**src/design/flash_prot_pkg.sv**
```systemverilog
package flash_prot_pkg;
   localparam int ADDR_W = 24;
   localparam int PAGE_W = 13;
   localparam int PAGE_SHIFT = 10;
   localparam int BOOT_CODE_OFS = 512;
   localparam logic [PAGE_W-1:0] BOOT_PAGES_MIN = 13'h0001;
   localparam logic [PAGE_W-1:0] BOOT_PAGES_MIN_ALT = 13'h0002;
   localparam logic [ADDR_W-1:0] FLASH_WORDS_DEF = 24'h020000;
   localparam logic [ADDR_W-1:0] CFG_WORDS_DEF = 24'h000400;
   localparam int SEC_BOOT_WP = 0;
   localparam int SEC_BOOT_CP = 1;
   localparam int SEC_GEN_WP = 2;
   localparam int SEC_GEN_CP = 3;
   localparam int SEC_CFG_WP = 4;
   localparam int SEC_CFG_CP = 5;
   localparam int SEC_BOOT_EN = 6;
   localparam int SEC_ALT_EN = 7;
   localparam logic [7:0] SEC_RESET = 8'h00;

   typedef enum logic [1:0] {
      OP_READ = 2'b00,
      OP_EXEC = 2'b01,
      OP_PROG = 2'b10,
      OP_ERASE = 2'b11
   } op_e;

   typedef enum logic [1:0] {
      PART_SINGLE = 2'b00,
      PART_DUAL = 2'b01,
      PART_PROTECTED = 2'b10,
      PART_PRIVILEGED = 2'b11
   } part_mode_e;

   typedef enum logic [1:0] {
      SEG_BOOT = 2'b00,
      SEG_GEN = 2'b01,
      SEG_CFG = 2'b10,
      SEG_VEC = 2'b11
   } seg_e;

   typedef struct packed {
      logic valid;
      op_e op;
      logic partition;
      logic [ADDR_W-1:0] addr;
      seg_e src_seg;
   } req_s;

   typedef struct packed {
      logic [7:0] sec;
      logic [PAGE_W-1:0] boot_page_count;
      part_mode_e part_mode;
      logic active_partition;
   } cfg_s;
endpackage

```
**src/design/flash_segment_code_protection.sv**
```systemverilog
`timescale 1ns/1ps
// Overview of operation
// - Flash splits into boot, general and configuration segments; boot most privileged.
// - Boot code may reach other segments with few restrictions.
// - Configuration segment holds config data at the top of flash.
// - Each segment has code-protect and write-protect bits from config.
// - Boot size is a 13-bit page count of 1024-word pages.
// - Minimum boot segment is one page: vector table plus 512 code words.
// - Alternate vector table takes the last boot page; minimum two pages.
// - Boot write protection does not cover the alternate vector table.
// - With the alternate table on, boot code may program or erase the last boot page, except in partition 1 of protected modes.
// - General segment follows boot segment up to the configuration words.
// - Primary vector table reads use general code protection only without boot segment.
// - Primary vector table cannot be written if either segment is write-protected.
// - No segment is mandatory; general may be protected alone.
// - Dual partition: each partition gets its own segments and vectors.
// - No fetch from inactive partition; read/program it under its protection.
// - Protected dual partition: partition 1 never erased or written.
// - Privileged mode adds boot/general cross-access restrictions to protected mode.
module flash_segment_code_protection
   import flash_prot_pkg::*;
(
   input wire logic CLK,
   input wire logic RSTN,
   input wire logic [7:0] SECURITY_CONFIG_WORD,
   input wire logic [PAGE_W-1:0] BOOT_PAGE_COUNT,
   input wire flash_prot_pkg::part_mode_e PART_MODE,
   input wire logic ACTIVE_PARTITION,
   input wire flash_prot_pkg::req_s REQ,
   output logic GRANT,
   output logic DENY,
   output flash_prot_pkg::seg_e SEGMENT,
   output logic CFG_LOADED
);
   import flash_prot_pkg::*;

   cfg_s cfg_in, cfg;
   logic loaded;
   logic [PAGE_W-1:0] pages_eff;
   logic [ADDR_W-1:0] boot_end, cfg_start;
   seg_e seg;
   logic in_alt, in_vec;
   logic boot_en, alt_en;
   logic is_write, is_read, from_boot;
   logic inactive, dual, protect1;
   logic allow;
   logic grant_reg, grant_next, deny_reg, deny_next;
   seg_e seg_reg, seg_next;

   assign cfg_in = '{sec: SECURITY_CONFIG_WORD, boot_page_count: BOOT_PAGE_COUNT,
                     part_mode: PART_MODE, active_partition: ACTIVE_PARTITION};

   flash_cfg_latch u_latch (
      .clk(CLK),
      .rstn(RSTN),
      .cfg_in(cfg_in),
      .cfg_out(cfg),
      .loaded(loaded)
   );

   assign boot_en = cfg.sec[SEC_BOOT_EN];
   assign alt_en = boot_en && cfg.sec[SEC_ALT_EN];

   always_comb begin
      pages_eff = cfg.boot_page_count;
      if (!boot_en) begin
         pages_eff = '0;
      end else if (alt_en && pages_eff < BOOT_PAGES_MIN_ALT) begin
         pages_eff = BOOT_PAGES_MIN_ALT;
      end else if (pages_eff < BOOT_PAGES_MIN) begin
         pages_eff = BOOT_PAGES_MIN;
      end
      boot_end = ADDR_W'({pages_eff, {PAGE_SHIFT{1'b0}}});
      cfg_start = FLASH_WORDS_DEF - CFG_WORDS_DEF;
   end

   flash_seg_decode u_dec (
      .addr(REQ.addr),
      .boot_end(boot_end),
      .cfg_start(cfg_start),
      .alt_en(alt_en),
      .seg(seg),
      .in_alt(in_alt),
      .in_vec(in_vec)
   );

   assign is_write = REQ.op == OP_PROG || REQ.op == OP_ERASE;
   assign is_read = REQ.op == OP_READ;
   assign from_boot = REQ.src_seg == SEG_BOOT || REQ.src_seg == SEG_VEC;
   assign dual = cfg.part_mode != PART_SINGLE;
   assign inactive = dual && REQ.partition != cfg.active_partition;
   assign protect1 = (cfg.part_mode == PART_PROTECTED || cfg.part_mode == PART_PRIVILEGED)
                     && REQ.partition;

   always_comb begin
      allow = 1'b1;
      unique case (seg)
         SEG_BOOT: begin
            if (is_write && cfg.sec[SEC_BOOT_WP] && !in_alt) begin
               allow = 1'b0;
            end
            if (is_read && cfg.sec[SEC_BOOT_CP] && !from_boot) begin
               allow = 1'b0;
            end
            if (is_write && in_alt && from_boot) begin
               allow = 1'b1;
            end
         end
         SEG_GEN: begin
            if (is_write && cfg.sec[SEC_GEN_WP]) begin
               allow = 1'b0;
            end
            if (is_read && cfg.sec[SEC_GEN_CP] && REQ.src_seg == SEG_CFG) begin
               allow = 1'b0;
            end
            if (cfg.part_mode == PART_PRIVILEGED && is_write && from_boot &&
                cfg.sec[SEC_GEN_CP]) begin
               allow = 1'b0;
            end
         end
         SEG_CFG: begin
            if (is_write && cfg.sec[SEC_CFG_WP]) begin
               allow = 1'b0;
            end
            if (is_read && cfg.sec[SEC_CFG_CP] && !from_boot) begin
               allow = 1'b0;
            end
            if (REQ.op == OP_EXEC) begin
               allow = 1'b0;
            end
         end
         SEG_VEC: begin
            if (is_write && (cfg.sec[SEC_BOOT_WP] || cfg.sec[SEC_GEN_WP])) begin
               allow = 1'b0;
            end
            if (is_read && !from_boot &&
                (boot_en ? cfg.sec[SEC_BOOT_CP] : cfg.sec[SEC_GEN_CP])) begin
               allow = 1'b0;
            end
         end
      endcase
      if (cfg.part_mode == PART_PRIVILEGED && seg == SEG_BOOT && !from_boot && is_write) begin
         allow = 1'b0;
      end
      if (inactive && REQ.op == OP_EXEC) begin
         allow = 1'b0;
      end
      if (protect1 && is_write) begin
         allow = 1'b0;
      end
      if (!loaded) begin
         allow = 1'b0;
      end
   end

   always_comb begin
      grant_next = REQ.valid && allow;
      deny_next = REQ.valid && !allow;
      seg_next = REQ.valid ? seg : seg_reg;
   end

   always_ff @(posedge CLK) begin
      if (!RSTN) begin
         grant_reg <= 1'b0;
         deny_reg <= 1'b0;
         seg_reg <= SEG_BOOT;
      end else begin
         grant_reg <= grant_next;
         deny_reg <= deny_next;
         seg_reg <= seg_next;
      end
   end

   assign GRANT = grant_reg;
   assign DENY = deny_reg;
   assign SEGMENT = seg_reg;
   assign CFG_LOADED = loaded;

   property p_exclusive;
      @(posedge CLK) disable iff (!RSTN) !(GRANT && DENY);
   endproperty
   a_exclusive: assert property (p_exclusive) else $error("grant and deny together");

   property p_answer;
      @(posedge CLK) disable iff (!RSTN) REQ.valid && loaded |=> (GRANT || DENY);
   endproperty
   a_answer: assert property (p_answer) else $error("request not answered");

   property p_no_inactive_fetch;
      @(posedge CLK) disable iff (!RSTN) REQ.valid && inactive && REQ.op == OP_EXEC |=> DENY;
   endproperty
   a_no_inactive_fetch: assert property (p_no_inactive_fetch) else $error("inactive fetch");

   property p_part1_locked;
      @(posedge CLK) disable iff (!RSTN) REQ.valid && protect1 && is_write |=> !GRANT;
   endproperty
   a_part1_locked: assert property (p_part1_locked) else $error("partition 1 written");

   property p_vec_wp;
      @(posedge CLK) disable iff (!RSTN)
         REQ.valid && seg == SEG_VEC && is_write && cfg.sec[SEC_GEN_WP] |=> DENY;
   endproperty
   a_vec_wp: assert property (p_vec_wp) else $error("vector table written");

   property p_alt_free;
      @(posedge CLK) disable iff (!RSTN)
         REQ.valid && loaded && in_alt && from_boot && is_write && !protect1 &&
         !inactive && cfg.part_mode != PART_PRIVILEGED |=> GRANT;
   endproperty
   a_alt_free: assert property (p_alt_free) else $error("last boot page blocked");

   property p_cfg_stable;
      @(posedge CLK) disable iff (!RSTN) loaded && $past(loaded) |-> $stable(cfg);
   endproperty
   a_cfg_stable: assert property (p_cfg_stable) else $error("config changed");

   property p_boot_min;
      @(posedge CLK) disable iff (!RSTN) boot_en |-> boot_end >= ADDR_W'(1 << PAGE_SHIFT);
   endproperty
   a_boot_min: assert property (p_boot_min) else $error("boot segment too small");

   property p_boot_wp;
      @(posedge CLK) disable iff (!RSTN)
         REQ.valid && seg == SEG_BOOT && is_write && cfg.sec[SEC_BOOT_WP] && !in_alt |=> DENY;
   endproperty
   a_boot_wp: assert property (p_boot_wp) else $error("boot segment written");

   property p_gen_wp;
      @(posedge CLK) disable iff (!RSTN)
         REQ.valid && seg == SEG_GEN && is_write && cfg.sec[SEC_GEN_WP] |=> DENY;
   endproperty
   a_gen_wp: assert property (p_gen_wp) else $error("general segment written");

   property p_cfg_wp;
      @(posedge CLK) disable iff (!RSTN)
         REQ.valid && seg == SEG_CFG && is_write && cfg.sec[SEC_CFG_WP] |=> DENY;
   endproperty
   a_cfg_wp: assert property (p_cfg_wp) else $error("configuration segment written");

   property p_cfg_noexec;
      @(posedge CLK) disable iff (!RSTN)
         REQ.valid && seg == SEG_CFG && REQ.op == OP_EXEC |=> DENY;
   endproperty
   a_cfg_noexec: assert property (p_cfg_noexec) else $error("configuration executed");

   property p_boot_cp;
      @(posedge CLK) disable iff (!RSTN)
         REQ.valid && seg == SEG_BOOT && is_read && cfg.sec[SEC_BOOT_CP] && !from_boot |=> DENY;
   endproperty
   a_boot_cp: assert property (p_boot_cp) else $error("boot segment read");

   property p_vec_boot_wp;
      @(posedge CLK) disable iff (!RSTN)
         REQ.valid && seg == SEG_VEC && is_write && cfg.sec[SEC_BOOT_WP] |=> DENY;
   endproperty
   a_vec_boot_wp: assert property (p_vec_boot_wp) else $error("vector table written");

   property p_vec_gen_cp;
      @(posedge CLK) disable iff (!RSTN)
         REQ.valid && seg == SEG_VEC && is_read && !from_boot && !boot_en &&
         cfg.sec[SEC_GEN_CP] |=> DENY;
   endproperty
   a_vec_gen_cp: assert property (p_vec_gen_cp) else $error("vector table read");

   property p_priv_boot;
      @(posedge CLK) disable iff (!RSTN)
         REQ.valid && cfg.part_mode == PART_PRIVILEGED && seg == SEG_BOOT && !from_boot &&
         is_write |=> DENY;
   endproperty
   a_priv_boot: assert property (p_priv_boot) else $error("boot written by general");

   property p_priv_gen;
      @(posedge CLK) disable iff (!RSTN)
         REQ.valid && cfg.part_mode == PART_PRIVILEGED && seg == SEG_GEN && from_boot &&
         is_write && cfg.sec[SEC_GEN_CP] |=> DENY;
   endproperty
   a_priv_gen: assert property (p_priv_gen) else $error("general written by boot");

   property p_not_loaded;
      @(posedge CLK) disable iff (!RSTN)
         REQ.valid && !loaded |=> DENY;
   endproperty
   a_not_loaded: assert property (p_not_loaded) else $error("request before load");

   property p_idle_quiet;
      @(posedge CLK) disable iff (!RSTN)
         !REQ.valid |=> !GRANT && !DENY;
   endproperty
   a_idle_quiet: assert property (p_idle_quiet) else $error("answer without request");

   property p_seg_hold;
      @(posedge CLK) disable iff (!RSTN)
         !REQ.valid |=> $stable(SEGMENT);
   endproperty
   a_seg_hold: assert property (p_seg_hold) else $error("segment changed while idle");

   property p_seg_update;
      @(posedge CLK) disable iff (!RSTN)
         REQ.valid |=> SEGMENT == $past(seg);
   endproperty
   a_seg_update: assert property (p_seg_update) else $error("segment not reported");

   property p_alt_min;
      @(posedge CLK) disable iff (!RSTN)
         alt_en |-> boot_end >= ADDR_W'(int'(BOOT_PAGES_MIN_ALT) << PAGE_SHIFT);
   endproperty
   a_alt_min: assert property (p_alt_min) else $error("boot segment below two pages");

   property p_no_boot;
      @(posedge CLK) disable iff (!RSTN)
         !boot_en |-> boot_end == '0;
   endproperty
   a_no_boot: assert property (p_no_boot) else $error("boot segment without enable");

   c_grant: cover property (@(posedge CLK) disable iff (!RSTN) GRANT);
   c_deny: cover property (@(posedge CLK) disable iff (!RSTN) DENY);
   c_alt: cover property (@(posedge CLK) disable iff (!RSTN) REQ.valid && in_alt);
   c_inactive_fetch: cover property (@(posedge CLK) disable iff (!RSTN)
      REQ.valid && inactive && REQ.op == OP_EXEC);
   c_vec_write: cover property (@(posedge CLK) disable iff (!RSTN)
      REQ.valid && seg == SEG_VEC && is_write);
endmodule

```
**src/design/flash_cfg_latch.sv**
```systemverilog
`timescale 1ns/1ps
module flash_cfg_latch
   import flash_prot_pkg::*;
(
   input wire logic clk,
   input wire logic rstn,
   input wire cfg_s cfg_in,
   output cfg_s cfg_out,
   output logic loaded
);
   cfg_s cfg_reg, cfg_next;
   logic loaded_reg, loaded_next;

   always_comb begin
      cfg_next = cfg_reg;
      loaded_next = 1'b1;
      if (!loaded_reg) begin
         cfg_next = cfg_in;
      end
   end

   always_ff @(posedge clk) begin
      if (!rstn) begin
         cfg_reg <= '{sec: SEC_RESET, boot_page_count: '0, part_mode: PART_SINGLE,
                      active_partition: 1'b0};
         loaded_reg <= 1'b0;
      end else begin
         cfg_reg <= cfg_next;
         loaded_reg <= loaded_next;
      end
   end

   assign cfg_out = cfg_reg;
   assign loaded = loaded_reg;
endmodule

```
**src/design/flash_seg_decode.sv**
```systemverilog
`timescale 1ns/1ps
module flash_seg_decode
   import flash_prot_pkg::*;
(
   input wire logic [ADDR_W-1:0] addr,
   input wire logic [ADDR_W-1:0] boot_end,
   input wire logic [ADDR_W-1:0] cfg_start,
   input wire logic alt_en,
   output seg_e seg,
   output logic in_alt,
   output logic in_vec
);
   logic [ADDR_W-1:0] last_page;

   always_comb begin
      last_page = boot_end - ADDR_W'(1 << PAGE_SHIFT);
      in_vec = addr < ADDR_W'(BOOT_CODE_OFS);
      in_alt = alt_en && addr >= last_page && addr < boot_end;
      if (addr >= cfg_start) begin
         seg = SEG_CFG;
      end else if (in_vec) begin
         seg = SEG_VEC;
      end else if (addr < boot_end) begin
         seg = SEG_BOOT;
      end else begin
         seg = SEG_GEN;
      end
   end
endmodule

```
**config.mk**
```make
export PLATFORM = sky130hd
export DESIGN_NAME = flash_segment_code_protection
export DESIGN_NICKNAME = d
export VERILOG_FILES = /design/src/design/flash_prot_pkg.sv /design/src/design/flash_segment_code_protection.sv /design/src/design/flash_cfg_latch.sv /design/src/design/flash_seg_decode.sv
export SDC_FILE = /design/constraint.sdc
export NUM_CORES = 1
export LEC_CHECK = 0
export BUFFER_PORTS_ARGS = -buffer_cell sky130_fd_sc_hd__buf_4
export CORE_MARGIN = 2
export CORE_UTILIZATION = 43
export CTS_CLUSTER_DIAMETER = 50
export DETAILED_ROUTE_END_ITERATION = 16
export GPL_TIMING_DRIVEN = 0
export PLACE_DENSITY = 0.66
export SLEW_MARGIN = 20
export SYNTH_ARGS = -nofsm -noshare
export SYNTH_HDL_FRONTEND = slang
export SYNTH_SLANG_ARGS = --single-unit
```
**constraint.sdc**
```tcl
create_clock -name CLK -period 3.8 [get_ports CLK]
set_clock_uncertainty 0.05 [all_clocks]
set_input_delay 0.19 -clock CLK [delete_from_list [all_inputs] [get_ports CLK]]
set_output_delay 0.19 -clock CLK [all_outputs]
set_load 0.01 [all_outputs]
```
Yosys cells after proc, flatten, opt, wreduce, memory -nomap -nowiden:

Index checks and enable logic that the tools add are counted.

* $add $sub $neg: 1
* multiplexer cells: 24
* $lt $le $gt $ge: 6
* reduce and logical (&&, ||, !) cells: 42
* equal/unequal tests: 11

Operators with widths (number)
* 2-to-1 mux 13 bit: 3
* logical AND 1 bit: 31
* >= comparator 24 x 17 -> 1 bit, second input constant: 1
* >= comparator 24 bit: 1
* < comparator 24 x 10 -> 1 bit, second input constant: 1
* < comparator 24 x 23 -> 1 bit: 1
* subtractor 23 x 11 -> 24 bit, second input constant: 1
* 2-to-1 mux 1 bit: 18
* equality test 2 bit, second input constant: 8
* < comparator 13 x 1 -> 1 bit, second input constant: 1
* < comparator 13 x 2 -> 1 bit, second input constant: 1
* zero test 2 bit: 3
* equality test 2 x 1 -> 1 bit, second input constant: 2
* logical OR 1 bit: 4
* 2-to-1 mux 2 bit: 2
* case mux 1 bit (4 select lines): 1
* zero test 1 bit: 3
* nonzero test 2 bit: 1
* inequality test 1 bit: 1

* register bits: 29
* output and inout port bits: 5
* input bits: 56
* logic and storage cells: 92

Longest topological paths before layout:

* depth after elaboration: 20
* gate-level depth with buffers: 15
* gate-level depth less buffers: 15

By module:

Synthesis repeated with hierarchy kept, for this count alone.

* cell total of the unflattened synthesis: 386
* area, all modules: 3171.8 um^2

By module, submodules not included
* flash_seg_decode: seq. area each 0.0 um^2, area each 1756.7 um^2, times used 1, cells each 246
* flash_cfg_latch: seq. area each 500.5 um^2, area each 949.7 um^2, times used 1, cells each 78
* flash_segment_code_protection: seq. area each 80.1 um^2, area each 465.4 um^2, times used 1, cells each 62

Least setup slack after synthesis:

OpenSTA, ideal clock, no wires.

* kind: register to register
* from: reg u_latch.cfg_reg (netlist bit u_latch.cfg_out[8])
* to: reg deny_reg (netlist: DENY)
* stages on the path, launching flop included: 16
* clock period less this slack: 3465 ps
* arrival: 3298 ps
* path slack: 335 ps
* required time: 3632 ps
* cell sequence: dfxtp_1 > or3_4 > nor3_2 > nand2_1 > mux2i_1 > nand2_1 > ha_1 > a21boi_1 > a21oi_1 > or3_1 > ha_1 > nand2_1 > or3_1 > a41oi_1 > o21a_1 > o2bb2ai_1

* longest elaborated chain between the ends: 20
* elaborated cells between the ends (all ways): 35

RTL lines
* start: declaration: RTL line flash_cfg_latch.sv:11 `cfg_s cfg_reg, cfg_next;`
* start signal: assignment: RTL line flash_cfg_latch.sv:24 `cfg_reg <= '{sec: SEC_RESET, boot_page_count: '0, part_mode: PART_SINGLE,`
* start signal: assignment: RTL line flash_cfg_latch.sv:28 `cfg_reg <= cfg_next;`
* < comparator 13 x 1 -> 1 bit or < comparator 13 x 2 -> 1 bit (tied branches): RTL line flash_segment_code_protection.sv:70, flash_segment_code_protection.sv:68
* 2-to-1 mux 13 bit or logical AND 1 bit (tied branches): RTL line flash_segment_code_protection.sv:70, flash_segment_code_protection.sv:68
* 2-to-1 mux 13 bit (*): RTL line flash_segment_code_protection.sv:68 `end else if (alt_en && pages_eff < BOOT_PAGES_MIN_ALT) begin`
* 2-to-1 mux 13 bit (*): RTL line flash_segment_code_protection.sv:66 `if (!boot_en) begin`
* subtractor 23 x 11 -> 24 bit: RTL line flash_seg_decode.sv:16 `last_page = boot_end - ADDR_W'(1 << PAGE_SHIFT);`
* >= comparator 24 bit: RTL line flash_seg_decode.sv:18 `in_alt = alt_en && addr >= last_page && addr < boot_end;`
* logical AND 1 bit (2 in a row): RTL line flash_seg_decode.sv:18
* zero test 1 bit: RTL line flash_segment_code_protection.sv:99 `if (is_write && cfg.sec[SEC_BOOT_WP] && !in_alt) begin`
* [3 not listed]
* 2-to-1 mux 1 bit: RTL line flash_segment_code_protection.sv:105 `if (is_write && in_alt && from_boot) begin`
* case mux 1 bit (4 select lines): RTL line flash_segment_code_protection.sv:97 `unique case (seg)`
* 2-to-1 mux 1 bit (*): RTL line flash_segment_code_protection.sv:142 `if (cfg.part_mode == PART_PRIVILEGED && seg == SEG_BOOT && !from_boot && is_write) begin`
* 2-to-1 mux 1 bit (*): RTL line flash_segment_code_protection.sv:145 `if (inactive && REQ.op == OP_EXEC) begin`
* 2-to-1 mux 1 bit (*): RTL line flash_segment_code_protection.sv:148 `if (protect1 && is_write) begin`
* 2-to-1 mux 1 bit (*): RTL line flash_segment_code_protection.sv:151 `if (!loaded) begin`
* zero test 1 bit (*): RTL line flash_segment_code_protection.sv:158 `deny_next = REQ.valid && !allow;`
* logical AND 1 bit (*): RTL line flash_segment_code_protection.sv:158
* end signal: assignment: RTL line flash_segment_code_protection.sv:169 `deny_reg <= deny_next;`
* end: declaration: RTL line flash_segment_code_protection.sv:47 `logic grant_reg, grant_next, deny_reg, deny_next;`

Mark *: on every way between the ends. The rest lies on a longest branch, timed or not.
A chain may end at the register's enable or synchronous reset.

Worst setup path after layout:

* from: reg u_latch.cfg_reg (netlist bit u_latch.cfg_out[7])
* to: reg deny_reg (netlist: DENY)

The elaborated chain is that of the path after synthesis.

==> out/qor.txt <==
status - finished, final reports clean
Routed Antenna Nets - 0
M1 WL - 2850 um
clk root buf - clkbuf_8
CTS Buf Count - 5
most used cell, CP - nand2_1
Post-Syn Nets - 356
1st-pass router iterations - 4
#FFs+latches synth - 29
total global routing overflow - 0
H-tree Lvls - 2
FF-to-FF path depth - 15
synthesized area - 2330 um2
Setup CP Type - reg2reg
critical path endpoint - DENY$_SDFF_PN0_
Hold WC Path Type - in2reg
IO Port Bufs - 60
Critical Path Source - u_latch.cfg_out[7]$_SDFFE_PN0N_
I/O pin count - 61
Avg Synthesized Cell Area - 8.61 um2
mux share of post-synthesis cell area - 0.116
largest family of logic cells by synthesized area - simple AND/OR/NAND/NOR gates
clk_lat worst skew - 0.27 ns
first-pass GRT wire length - 9620 um
Yosys top cell by area - dfxtp_1
R2R Path Start - u_latch.cfg_out[7]$_SDFFE_PN0N_
maximum number of pins on one net before global-route repair - 12
pre-CTS WS - -0.226 ns
routed wl met3 - 241 um
CP required - 3.92 ns
P&R area growth vs syn - 31.4%
top cell type's share of synthesized area - 0.249
post-synthesis xor/xnor area fraction - 0.0263
final net count - 428
Compound-Gate Fraction of Synth Area - 0.157
worst reg2reg setup slack - 0.21 ns
period utilization - 0.945
Async S/R FF share, synth - 0
DR DRC count - 0
Bufs and invs on worst path - 0
Synth Area in Adders - 0.156
std cell rows - 26
Crit path arrival time - 3.71 ns
core box area - 5170 um2
Max Fclk - 0.279 GHz
Initial DRC Count - 57
vias - 2182
met2 WL - 2580 um
number of synthesized flops with an enable pin - 0
Die Wd - 77.6 um
startpoint types - flip-flop
routed vias/inst - 5.27
end of the worst register-to-register path - DENY$_SDFF_PN0_
Avg WL per Cell - 13.8 um
Final Hold Viols - 0
Worst-Margin Slew - 0.500 ns
GPL Wtd Cong - 0.855
DR top layer - met4
crit-path max cell delay - 0.43 ns
Total GRT Usage - 0.198
Ant. Diodes - 0
minimum clock period - 3.59 ns
maximum VDD drop - 0.000254 V
Largest register FFs - 24
Cells after Synth - 271
CTS sink cnt - 29
max_slew headroom - 0.658
initial antenna violation count - 0
cell family with most CP delay - simple AND/OR/NAND/NOR gates
HPWL after DPL - 4610 um
Filler Cell Count - 478
power density over cell area - 295 nW/um2
Post-synth top cells - dfxtp_1, ha_1, nor2b_1
final setup TNS - 0 ns
Main synth FF type - dfxtp_1
Max Slew Vio Count - 0
Max-cap violations - 0
static leakage - 1.36 nW
endpoints failing setup - 0
vias in the first global route - 2065
Final WS setup - 0.210 ns
Routed Wire Length - 5720 um
CP cell instances - or3_4 > nor3_4 > nand2_1 > mux2i_1 > nand2_1 > ha_4 > a21boi_2 > nor3b_1 > or3_1 > ha_1 > nand2_1 > or3_4 > a41oi_2 > o21a_1 > o2bb2ai_1
Post-Synth Simple-Gate Area - 0.269
Area contributors post-synth - dfxtp_1, ha_1, mux2i_1, nor2b_1, nand2_1
Die Span Y - 77.6 um
CTS tree - done
Seq/Total Area, Yosys - 0.249
Setup crit end kind - flip-flop
CP max stage cell - or3_4
share of layout cells above drive strength 1 - 0.256
Yosys cell types - 50
initial core utilization - 0.451
CTS Buffer Depth - 2
CTS clk-pin slew, worst paths - 0.07 ns
crit-path max FO - 7
Ys Warns - 0
Levels on crit path - 15
DIE AREA - 6030 um2
## kinds of logic (layout without fill, tap and decap cells)
| kind of cell | Yosys count | in the layout |
|---|---|---|
| buffers and inverters | 16 | 89 |
| xor gates and xnor gates | 7 | 7 |
| muxes | 27 | 27 |
| DFF | 29 | 29 |
| AOI/OAI and AO/OA | 52 | 52 |
| adders and majority gates | 29 | 29 |
| and+or+nand+nor | 111 | 111 |
## metal layers
metal  GRT usage  up-vias
li1            -     1149
met1       0.291      980
met2       0.308       51
met3      0.0209        2
met4      0.0536        0
met5           0        -
## cell usage in the layout, fill, tap and decap left out, drive strengths merged, types with 2 or more instances in the layout
cell type,Yosys,layout
inv,5,5
nor2,9,9
a21boi,3,3
nor4,4,4
clkbuf,8,13
nand3,7,7
nor2b,28,28
and4b,2,2
nand4,6,6
o21ai,7,7
a21o,3,3
o211ai,3,3
a211oi,3,3
a31oi,3,3
mux2i,27,27
ha,29,29
nor3,7,7
xnor2,4,4
and4,2,2
and2,4,4
nor4b,2,2
a41oi,2,2
and3,2,2
a21oi,14,14
nand2,27,27
nand2b,2,2
xor2,3,3
buf,3,67
o21a,2,2
or3,6,6
o31ai,2,2
dfxtp,29,29
## area by class of cell
| type | count | area, um2 | share of cell area |
|---|---|---|---|
| flip-flops and latches | 29 | 584 | 0.191 |
| inverters | 5 | 18.8 | 0.00612 |
| well taps | 70 | 87.6 | 0.0286 |
| multi-input cells | 226 | 1720 | 0.563 |
| repair buffers | 65 | 490 | 0.160 |
| plain buffers | 11 | 43.8 | 0.0143 |
| clock buffers | 5 | 68.8 | 0.0225 |
| clock inverters | 3 | 46.3 | 0.0151 |
## worst min path at each step
stage                     startpoint                 endpoint  cells past startpoint
after floorplan                 RSTN   u_latch.loaded$_DFF_P_                      0
after global placement          RSTN   u_latch.loaded$_DFF_P_                      1
after detailed placement        RSTN   u_latch.loaded$_DFF_P_                      1
after CTS                    REQ[29]  SEGMENT[1]$_SDFFE_PN0P_                      2
after global routing         REQ[29]  SEGMENT[1]$_SDFFE_PN0P_                      2
final                        REQ[29]  SEGMENT[1]$_SDFFE_PN0P_                      2
## per-stage QoR
step	cell area [um2]	utilization	total power (W)	hold slack [ns]	std cells
after floorplan	2330	-	0.000485	0.168	271
after global placement	2870	0.555	0.000573	0.253	401
after detailed placement	2870	0.555	0.000576	0.255	401
after CTS	3020	0.584	0.000906	0.0629	411
after global routing	3060	0.592	0.000963	0.0696	414
final	3060	0.592	0.000904	0.0727	414
## report_power, final
part | switching (W) | internal [W]
sequential | 0.0000193 | 0.000322
clock | 0.000126 | 0.000196
combinational | 0.000112 | 0.000128
total | 0.000258 | 0.000646
## what timing repair did
item                                    in CTS  in global routing
setup buffers                                1                  3
hold buffers                                 1                  0
gates resized for setup                      3                  6
pin swaps                                    1                  4
hold endpoints to repair                     1                  0
endpoints found under the setup margin       2                  2
(Power assumes the default switching activity.)
